==> config.mk <==
export PLATFORM = sky130hd
export DESIGN_NAME = hfc_host
export DESIGN_NICKNAME = d
export VERILOG_FILES = /design/src/shared/hfc_pkg.sv /design/src/design/hfc_host.sv
export VERILOG_INCLUDE_DIRS = /design/src /design/src/shared
export SDC_FILE = /design/constraint.sdc
export NUM_CORES = 1
export LEC_CHECK = 0
export CAP_MARGIN = 25
export CORE_MARGIN = 2
export CORE_UTILIZATION = 30
export DETAILED_ROUTE_END_ITERATION = 8
export DONT_BUFFER_PORTS = 1
export SLEW_MARGIN = 20
export SYNTH_ARGS = -nofsm -noshare
export SYNTH_HDL_FRONTEND = slang
export SYNTH_SLANG_ARGS = --single-unit
==> constraint.sdc <==
create_clock -name clk -period 3.8 [get_ports clk]
set_input_delay 0.38 -clock clk [delete_from_list [all_inputs] [get_ports clk]]
set_output_delay 0.38 -clock clk [all_outputs]
set_load 0.05 [all_outputs]
==> src/shared/hfc_consts.svh <==
`ifndef HFC_CONSTS_SVH
`define HFC_CONSTS_SVH
`define HFC_RT_SET 8'h21
`define HFC_RT_GET 8'ha1
`define HFC_RQ_SET 8'h09
`define HFC_RQ_GET 8'h01
`define HFC_VAL_HI_FEATURE 8'h03
`define HFC_TAG_CMD 8'h03
`define HFC_TAG_PARAM 8'h05
`define HFC_TAG_STATUS 8'h06
`define HFC_SUB_SET_PARAM 8'h01
`define HFC_SUB_SEL_PARAM 8'h02
`define HFC_SUB_RESET 8'h07
`define HFC_SUB_DEFAULTS 8'h08
`define HFC_AREA_NV 8'h00
`define HFC_BLOCK_NUM 8'h05
`define HFC_BLOCK_OFS 8'h00
`define HFC_VALID_CNT 8'h04
`define HFC_LEN_SHORT 8'h08
`define HFC_LEN_PARAM 8'h48
`define HFC_POS_AREA 3'h2
`define HFC_POS_BLOCK 3'h4
`define HFC_POS_OFS 3'h5
`define HFC_POS_CNT 3'h6
`define HFC_POS_LEN 3'h6
`define HFC_POS_STATUS 3'h2
`define HFC_LAST_BYTE 3'h7
`define HFC_SET_LAST_STEP 4'h9
`define HFC_GET_FIRST_IN 4'h3
`define HFC_GET_DATA_STEP 4'h4
`define HFC_GET_LAST_STEP 4'hb
`define HFC_ST_COMPLETE 8'h03
`define HFC_ST_SOFT_RESET 8'h04
`define HFC_ST_HARD_RESET 8'h05
`define HFC_RST_STATUS 8'h00
`endif

==> src/shared/hfc_pkg.sv <==
package hfc_pkg;
    typedef enum logic [2:0] {
        HFC_OP_RESET = 3'h0,
        HFC_OP_RESTORE = 3'h1,
        HFC_OP_SET_NUM = 3'h2,
        HFC_OP_GET_NUM = 3'h3,
        HFC_OP_STATUS = 3'h4
    } hfc_op_t;
    typedef enum logic [1:0] {
        HFC_STG_SETUP = 2'h0,
        HFC_STG_OUT = 2'h1,
        HFC_STG_IN = 2'h2,
        HFC_STG_END = 2'h3
    } hfc_stage_t;
    typedef enum logic [4:0] {
        HFC_IDLE = 5'h01,
        HFC_SEND = 5'h02,
        HFC_WAIT = 5'h04,
        HFC_RECV = 5'h08,
        HFC_FINISH = 5'h10
    } hfc_state_t;
endpackage

==> src/design/hfc_host.sv <==
`timescale 1ns/1ps
`include "hfc_consts.svh"
module hfc_host #(
    parameter int STAGE_BYTES = 8 // bytes per control stage
) (
    input wire logic clk, // 125 MHz
    input wire logic rst, // sync, active high
    input wire logic ce, // clock enable
    input wire logic cmd_valid, // user command request
    output logic cmd_ready, // idle, command taken
    input wire logic [2:0] cmd_op, // hfc_op_t code
    input wire logic [7:0] cmd_reset_kind, // reset kind byte
    input wire logic [31:0] cmd_number, // number to store
    output logic done, // one-cycle completion pulse
    output logic stalled, // last command stalled
    output logic [31:0] rd_number, // number read back
    output logic [7:0] status_code, // last command status
    output logic recal_needed, // calibration lost
    input wire logic recal_clear, // user recalibrated
    output logic tx_valid, // stage byte valid
    input wire logic tx_ready, // core takes byte
    output logic [7:0] tx_data, // stage byte
    output logic tx_setup, // byte belongs to setup stage
    output logic tx_last, // last byte of stage
    output logic in_req, // run an in data stage
    input wire logic rx_valid, // in byte from device
    input wire logic [7:0] rx_data, // in byte
    input wire logic stage_ack, // stage acknowledged
    input wire logic stage_stall // endpoint 0 stalled
);
    generate
        if (STAGE_BYTES != 8) begin : g_bad_stage
            $error("hfc_host serves only eight-byte stages");
        end
    endgenerate

    function automatic hfc_pkg::hfc_stage_t stage_kind(input logic [2:0] op,
                                                      input logic [3:0] st);
        hfc_pkg::hfc_stage_t k;
        k = hfc_pkg::HFC_STG_END;
        case (op)
            hfc_pkg::HFC_OP_RESET, hfc_pkg::HFC_OP_RESTORE: begin
                if (st == 4'h0) k = hfc_pkg::HFC_STG_SETUP;
                else if (st == 4'h1) k = hfc_pkg::HFC_STG_OUT;
            end
            hfc_pkg::HFC_OP_SET_NUM: begin
                if (st == 4'h0) k = hfc_pkg::HFC_STG_SETUP;
                else if (st <= `HFC_SET_LAST_STEP) k = hfc_pkg::HFC_STG_OUT;
            end
            hfc_pkg::HFC_OP_GET_NUM: begin
                if (st == 4'h0 || st == 4'h2) k = hfc_pkg::HFC_STG_SETUP;
                else if (st == 4'h1) k = hfc_pkg::HFC_STG_OUT;
                else if (st <= `HFC_GET_LAST_STEP) k = hfc_pkg::HFC_STG_IN;
            end
            hfc_pkg::HFC_OP_STATUS: begin
                if (st == 4'h0) k = hfc_pkg::HFC_STG_SETUP;
                else if (st == 4'h1) k = hfc_pkg::HFC_STG_IN;
            end
            default: k = hfc_pkg::HFC_STG_END;
        endcase
        return k;
    endfunction

    // setup packet, index always zero, length high byte zero
    function automatic logic [7:0] setup_byte(input logic [7:0] rt, input logic [7:0] rq,
                                              input logic [7:0] vlo, input logic [7:0] len,
                                              input logic [2:0] i);
        logic [7:0] b;
        b = 8'h00;
        case (i)
            3'h0: b = rt;
            3'h1: b = rq;
            3'h2: b = vlo;
            3'h3: b = `HFC_VAL_HI_FEATURE;
            `HFC_POS_LEN: b = len;
            default: b = 8'h00;
        endcase
        return b;
    endfunction

    // parameter header: nonvolatile area, number block, offset zero
    function automatic logic [7:0] param_hdr(input logic [7:0] tag, input logic [7:0] sub,
                                             input logic [2:0] i);
        logic [7:0] b;
        b = 8'h00;
        case (i)
            3'h0: b = tag;
            3'h1: b = sub;
            `HFC_POS_AREA: b = `HFC_AREA_NV;
            `HFC_POS_BLOCK: b = `HFC_BLOCK_NUM;
            `HFC_POS_OFS: b = `HFC_BLOCK_OFS;
            `HFC_POS_CNT: b = `HFC_VALID_CNT;
            default: b = 8'h00;
        endcase
        return b;
    endfunction

    function automatic logic [7:0] stage_byte(input logic [2:0] op, input logic [3:0] st,
                                              input logic [2:0] i, input logic [7:0] kind,
                                              input logic [31:0] num);
        logic [7:0] b;
        b = 8'h00;
        case (op)
            hfc_pkg::HFC_OP_RESET: begin
                if (st == 4'h0) begin
                    b = setup_byte(`HFC_RT_SET, `HFC_RQ_SET, `HFC_TAG_CMD,
                                   `HFC_LEN_SHORT, i);
                end else if (i == 3'h0) begin
                    b = `HFC_TAG_CMD;
                end else if (i == 3'h1) begin
                    b = `HFC_SUB_RESET;
                end else if (i == 3'h2) begin
                    b = kind;
                end
            end
            hfc_pkg::HFC_OP_RESTORE: begin
                if (st == 4'h0) begin
                    b = setup_byte(`HFC_RT_SET, `HFC_RQ_SET, `HFC_TAG_CMD,
                                   `HFC_LEN_SHORT, i);
                end else if (i == 3'h0) begin
                    b = `HFC_TAG_CMD;
                end else if (i == 3'h1) begin
                    b = `HFC_SUB_DEFAULTS;
                end
            end
            hfc_pkg::HFC_OP_SET_NUM: begin
                if (st == 4'h0) begin
                    b = setup_byte(`HFC_RT_SET, `HFC_RQ_SET, `HFC_TAG_PARAM,
                                   `HFC_LEN_PARAM, i);
                end else if (st == 4'h1) begin
                    b = param_hdr(`HFC_TAG_PARAM, `HFC_SUB_SET_PARAM, i);
                end else if (st == 4'h2 && i < 3'h4) begin
                    b = num[{i[1:0], 3'h0} +: 8];
                end
            end
            hfc_pkg::HFC_OP_GET_NUM: begin
                if (st == 4'h0) begin
                    b = setup_byte(`HFC_RT_SET, `HFC_RQ_SET, `HFC_TAG_CMD,
                                   `HFC_LEN_SHORT, i);
                end else if (st == 4'h1) begin
                    b = param_hdr(`HFC_TAG_CMD, `HFC_SUB_SEL_PARAM, i);
                end else if (st == 4'h2) begin
                    b = setup_byte(`HFC_RT_GET, `HFC_RQ_GET, `HFC_TAG_PARAM,
                                   `HFC_LEN_PARAM, i);
                end
            end
            hfc_pkg::HFC_OP_STATUS: begin
                b = setup_byte(`HFC_RT_GET, `HFC_RQ_GET, `HFC_TAG_STATUS,
                               `HFC_LEN_SHORT, i);
            end
            default: b = 8'h00;
        endcase
        return b;
    endfunction

    hfc_pkg::hfc_state_t state, next_state;
    logic [2:0] op, next_op;
    logic [3:0] step, next_step;
    logic [2:0] bi, next_bi;
    logic [7:0] kind, next_kind;
    logic [31:0] num, next_num;
    logic [7:0] next_tx_data;
    logic next_stalled;
    logic [31:0] next_rd_number;
    logic [7:0] next_status_code;
    logic next_recal_needed;
    hfc_pkg::hfc_stage_t cur_kind, new_kind;

    assign cur_kind = stage_kind(op, step);
    assign cmd_ready = (state == hfc_pkg::HFC_IDLE);
    assign tx_valid = (state == hfc_pkg::HFC_SEND);
    assign tx_setup = (cur_kind == hfc_pkg::HFC_STG_SETUP);
    assign tx_last = (bi == `HFC_LAST_BYTE);
    assign in_req = (state == hfc_pkg::HFC_RECV);
    assign done = (state == hfc_pkg::HFC_FINISH);

    always_comb begin
        next_state = state;
        next_op = op;
        next_step = step;
        next_bi = bi;
        next_kind = kind;
        next_num = num;
        next_stalled = stalled;
        next_rd_number = rd_number;
        next_status_code = status_code;
        next_recal_needed = recal_needed & ~recal_clear;
        new_kind = hfc_pkg::HFC_STG_END;
        case (state)
            hfc_pkg::HFC_IDLE: begin
                if (cmd_valid) begin
                    next_op = cmd_op;
                    next_kind = cmd_reset_kind;
                    next_num = cmd_number;
                    next_step = 4'h0;
                    next_bi = 3'h0;
                    next_stalled = 1'b0;
                    new_kind = stage_kind(cmd_op, 4'h0);
                    next_state = hfc_pkg::HFC_SEND;
                    if (new_kind == hfc_pkg::HFC_STG_END) next_state = hfc_pkg::HFC_FINISH;
                end
            end
            hfc_pkg::HFC_SEND: begin
                if (tx_ready) begin
                    if (bi == `HFC_LAST_BYTE) next_state = hfc_pkg::HFC_WAIT;
                    else next_bi = bi + 3'h1;
                end
            end
            hfc_pkg::HFC_WAIT, hfc_pkg::HFC_RECV: begin
                if (state == hfc_pkg::HFC_RECV && rx_valid) begin
                    if (op == hfc_pkg::HFC_OP_GET_NUM && step == `HFC_GET_DATA_STEP &&
                        bi < 3'h4) begin
                        next_rd_number[{bi[1:0], 3'h0} +: 8] = rx_data;
                    end
                    if (op == hfc_pkg::HFC_OP_STATUS && bi == `HFC_POS_STATUS) begin
                        next_status_code = rx_data;
                    end
                    if (bi != `HFC_LAST_BYTE) next_bi = bi + 3'h1;
                end
                if (stage_stall) begin
                    next_stalled = 1'b1;
                    next_state = hfc_pkg::HFC_FINISH;
                end else if (stage_ack) begin
                    next_step = step + 4'h1;
                    next_bi = 3'h0;
                    new_kind = stage_kind(op, step + 4'h1);
                    case (new_kind)
                        hfc_pkg::HFC_STG_SETUP, hfc_pkg::HFC_STG_OUT:
                            next_state = hfc_pkg::HFC_SEND;
                        hfc_pkg::HFC_STG_IN: next_state = hfc_pkg::HFC_RECV;
                        default: next_state = hfc_pkg::HFC_FINISH;
                    endcase
                end
            end
            hfc_pkg::HFC_FINISH: begin
                if (op == hfc_pkg::HFC_OP_RESTORE && !stalled) begin
                    next_recal_needed = 1'b1;
                end
                next_state = hfc_pkg::HFC_IDLE;
            end
            default: next_state = hfc_pkg::HFC_IDLE;
        endcase
        next_tx_data = stage_byte(next_op, next_step, next_bi, next_kind, next_num);
    end

    always_ff @(posedge clk) begin
        if (rst) begin
            state <= hfc_pkg::HFC_IDLE;
            op <= 3'h0;
            step <= 4'h0;
            bi <= 3'h0;
            kind <= 8'h00;
            num <= 32'h0000_0000;
            tx_data <= 8'h00;
            stalled <= 1'b0;
            rd_number <= 32'h0000_0000;
            status_code <= `HFC_RST_STATUS;
            recal_needed <= 1'b0;
        end else if (ce) begin
            state <= next_state;
            op <= next_op;
            step <= next_step;
            bi <= next_bi;
            kind <= next_kind;
            num <= next_num;
            tx_data <= next_tx_data;
            stalled <= next_stalled;
            rd_number <= next_rd_number;
            status_code <= next_status_code;
            recal_needed <= next_recal_needed;
        end
    end
endmodule // hfc_host

==> summary by stage <==
Status
The flow ran to the end, and the final reports show no timing, DRC or antenna violations.

Logic synthesis
The number of nets in the synthesized netlist is 876. The top cell type by total area after synthesis is dfxtp_1. The async set-reset flop share out of synthesis is 0. In the synthesized netlist, the number of instances is roughly 810.

The number of synthesized register bits is 105. The number of flops mapped to enable cells by yosys is 0. Yosys attributes the largest share of cell area to dfxtp_1, nand2_1, a21oi_1. The count of warnings emitted by yosys is 0.

After synthesis, the netlist uses 68 different library cells. Of the post-synthesis cell area, the dominant cell type holds 0.361. The combined area of all synthesized cells is 5830 µm². For this run, the register share of the synthesized area comes to 0.361. The post-synthesis area per instance is 7.24 µm². The dominant register cell in the synthesized netlist is dfxtp_1.

Setup path
The endpoint identified for the worst register-to-register timing path is tx_data[6]. The slack of the worst reg-to-reg path is 0.70 ns. The kind of end point of the critical path is a register. In this run the critical register-to-register path is launched from state[4]. The signal arrival time at the worst endpoint is between 3 and 4 ns. The critical path startpoint category is a register. In this run the worst setup path begins at state[4].

Along the worst path, the maximum fanout reaches 22. The setup path with the least slack is of type register to register. The critical path ends at tx_data[6]. The count of cells along the worst register-to-register path is 9.

For the worst setup path, the data required time is 4.08 ns.

Global routing
The number of antenna violations at the first check in global routing came to 0. The met1 layer usage reported by global route is 0.227. The aggregate global routing overflow is 0. The via count of the first global-routing pass is 5011.

The first-pass GRT wire length is around 28000 µm. For this run, global-route usage on met2 was measured as 0.272. The overall routing resource usage is 0.172. The peak-usage layer in the global routing report is met2.

The met3 track demand over resource in global routing is 0.0460. The pin count of the biggest net entering global routing is 107.

STA
In the finished design, the share of the clock period the worst path needs comes to 0.815. Setup repair after global routing left no endpoint under its margin. The number of pins with negative max-slew slack in the final report is 0.

Timing would allow up to 0.323 GHz. The worst slew margin relative to its limit is 0.339. The accumulated negative setup slack is 0 ns. The minimum clock period after layout is 3.10 ns. Clock skew on the completed layout was measured at 0.0104 ns.

The slew of the pin with the lowest slew margin is roughly 1 ns. The number of setup violations in the final report is 0. The final count of hold timing violations came to 0.

Clocking
The count of H-tree levels built during CTS is 3. The library cell used as clock root buffer is clkbuf_16. The clock reaches the later pin of the worst-skew pair after approximately 0.36 ns. Counting every sink on the clock net gives 105.

Counting the buffers created by CTS gives 9. The clock-pin slew of the registers on the worst-case setup and hold paths is about 0.070 ns. The post-cts sizing count is 0. TritonCTS built the clock tree. The hold buffer count at CTS is 0. No sink is reached through more buffers than the 2 on the longest clock path. The number of buffers inserted to repair setup after CTS is 0.

Routing
The remaining routing DRC violations is 0. The violation count after the first detailed-route iteration is 544. The average vias per placed instance is between 5 and 6. The first-pass detailed-route iteration total is 5. The detail route stage leaves a number of antenna-violating nets equal to 0.

Dividing the detail-routed wire length by the instance count gives around 18 µm. Wires add up to 18200 µm. The routed via count is between 5000 and 6000.

Power
Across the VDD grid, the largest voltage drop is 220 µV. For this design the static power due to leakage is 2.19 nW. Total power for the finished layout comes to 0.00256 W. For this design the ratio of total power to cell area is between 400 and 500 nW/µm².

Cells and area
The number of antenna repair diodes is 0. The number of fill cells in the layout is 2077. The total area of sequential cells is 2100 µm². The post-layout net count is 842. The multi-input combinational cells in the finished layout cover a total of 3440 µm².

Compared with the post-synthesis result, the final layout area differs by 8.70%. The final standard cell area without fillers is 6330 µm². Of the cells placed in the final design, the portion with a size suffix greater than 1 is 0.0541.

The most frequent standard cell in the layout excluding fill and tap cells is nand2_1. The top cell types in the final layout, fill and taps aside, are nand2_1, dfxtp_1, a21oi_1.

Floorplan
Measured along the y axis, the die boundary spans 143 µm. The core footprint is 18900 µm². The width of the die is 143 µm. The initial utilization of the core area, before any placement, comes to 0.308.

The count of pins on the block boundary is 116. The number of placement rows is 50. The die covers 20500 µm².

Run
The number of maximum-capacitance violations is 0.

Placed design
The congestion estimate from routability-driven global placement came to about 0.88. Summing all placed instances gives a cell area of between 6000 and 7000 µm². The total of buffers placed on input and output ports is 0. The detailed placer's ending HPWL is 12900 µm.

Hold path
The min-delay analysis places its worst path in the category primary input to register.
-- per-stage QoR --
| stage | setup WS (ns) | instances | utilization | hold WS [ns] |
|---|---|---|---|---|
| finish | 0.704 | 1036 | 0.335 | 0.0965 |
| global route | 0.514 | 1036 | 0.335 | 0.0846 |
| CTS | 0.749 | 1035 | 0.334 | 0.0791 |
| detailed placement | 0.756 | 1019 | 0.319 | 0.442 |
| global placement | 0.817 | 1019 | 0.319 | 0.436 |
| floorplan | 1.07 | 805 | - | 0.436 |
-- cells by family after synthesis --
| family | synth area share |
|---|---|
| flip-flops | 0.361 |
| XOR/XNOR | 0.00601 |
| AND/OR/NAND/NOR | 0.288 |
| AO/OA/AOI/OAI | 0.230 |
| buffers and inverters | 0.0518 |
| adder cells (fa/ha/maj) | 0.0236 |
| multiplexers | 0.0397 |
-- report_power, final --
| part | switching, W | total, W | internal [W] |
|---|---|---|---|
| clock | 0.000452 | 0.000922 | 0.000470 |
| combinational | 0.000288 | 0.000444 | 0.000156 |
| sequential | 0.0000605 | 0.00120 | 0.00114 |
| total | 0.000800 | 0.00256 | 0.00176 |
-- Yosys cell counts, types with 3 or more instances --
cell and n:
a22o_1 4, o31ai_1 7, and2_1 6, nor4_1 4, nor2b_1 5, inv_1 17
o22ai_1 5, a31oi_1 5, nor2_1 44, a21oi_1 104, clkbuf_1 47, mux2i_1 22
ha_1 11, o21ai_0 19, o211ai_1 6, nor3_1 15, dfxtp_1 105, nand2b_1 6
nor3b_1 3, a211oi_1 10, a21o_1 5, and3_1 10, nand2_1 207, a22oi_1 3
nand3_1 52, nand4_1 6, buf_2 7, a311oi_1 9, buf_1 4, o221ai_1 3
-- area by class of cell --
class	count	share of cell area
clock buffer	10	0.0377
clock inverter	6	0.00731
inverter	17	0.0101
multi-input combinational	624	0.543
sequential	105	0.332
tap	260	0.0514
timing repair buffer	14	0.0186
-- flip-flops by register name, summed over array words and instances (netlist names) --
name          count
rd_number        32
op                3
status_code       8
stalled           1
bi                3
recal_needed      1
num              32
state             5
step              4
tx_data           8
kind              8
-- worst min-delay path by stage --
stage	from	end	slack, ns	cells past startpoint
2_1_floorplan	kind[0]	kind[0]	0.44	2
5_1_grt	rst	rd_number[15]	0.08	1
4_1_cts	rst	rd_number[8]	0.08	1
3_5_place_dp	kind[0]	kind[0]	0.44	2
6_report	rst	rd_number[16]	0.1	1
3_3_place_gp	kind[5]	kind[5]	0.44	2
-- layer usage --
layer,share of wire,vias to the layer above
met3,0.076,21
li1,-,2779
met5,0,-
met1,0.44,2669
met4,0.017,0
met2,0.47,183
-- worst max-delay path: stages, from the launching register on --
cell	delay, ns
dfxtp_1	0.43
or3_1	0.51
nor3_1	0.37
a21o_1	0.18
a22oi_1	0.06
buf_4	0.23
or4_1	0.56
nor3_1	0.37
a221oi_1	0.13
o22ai_1	0.16
No activity file was read; power rests on OpenSTA's default activity.
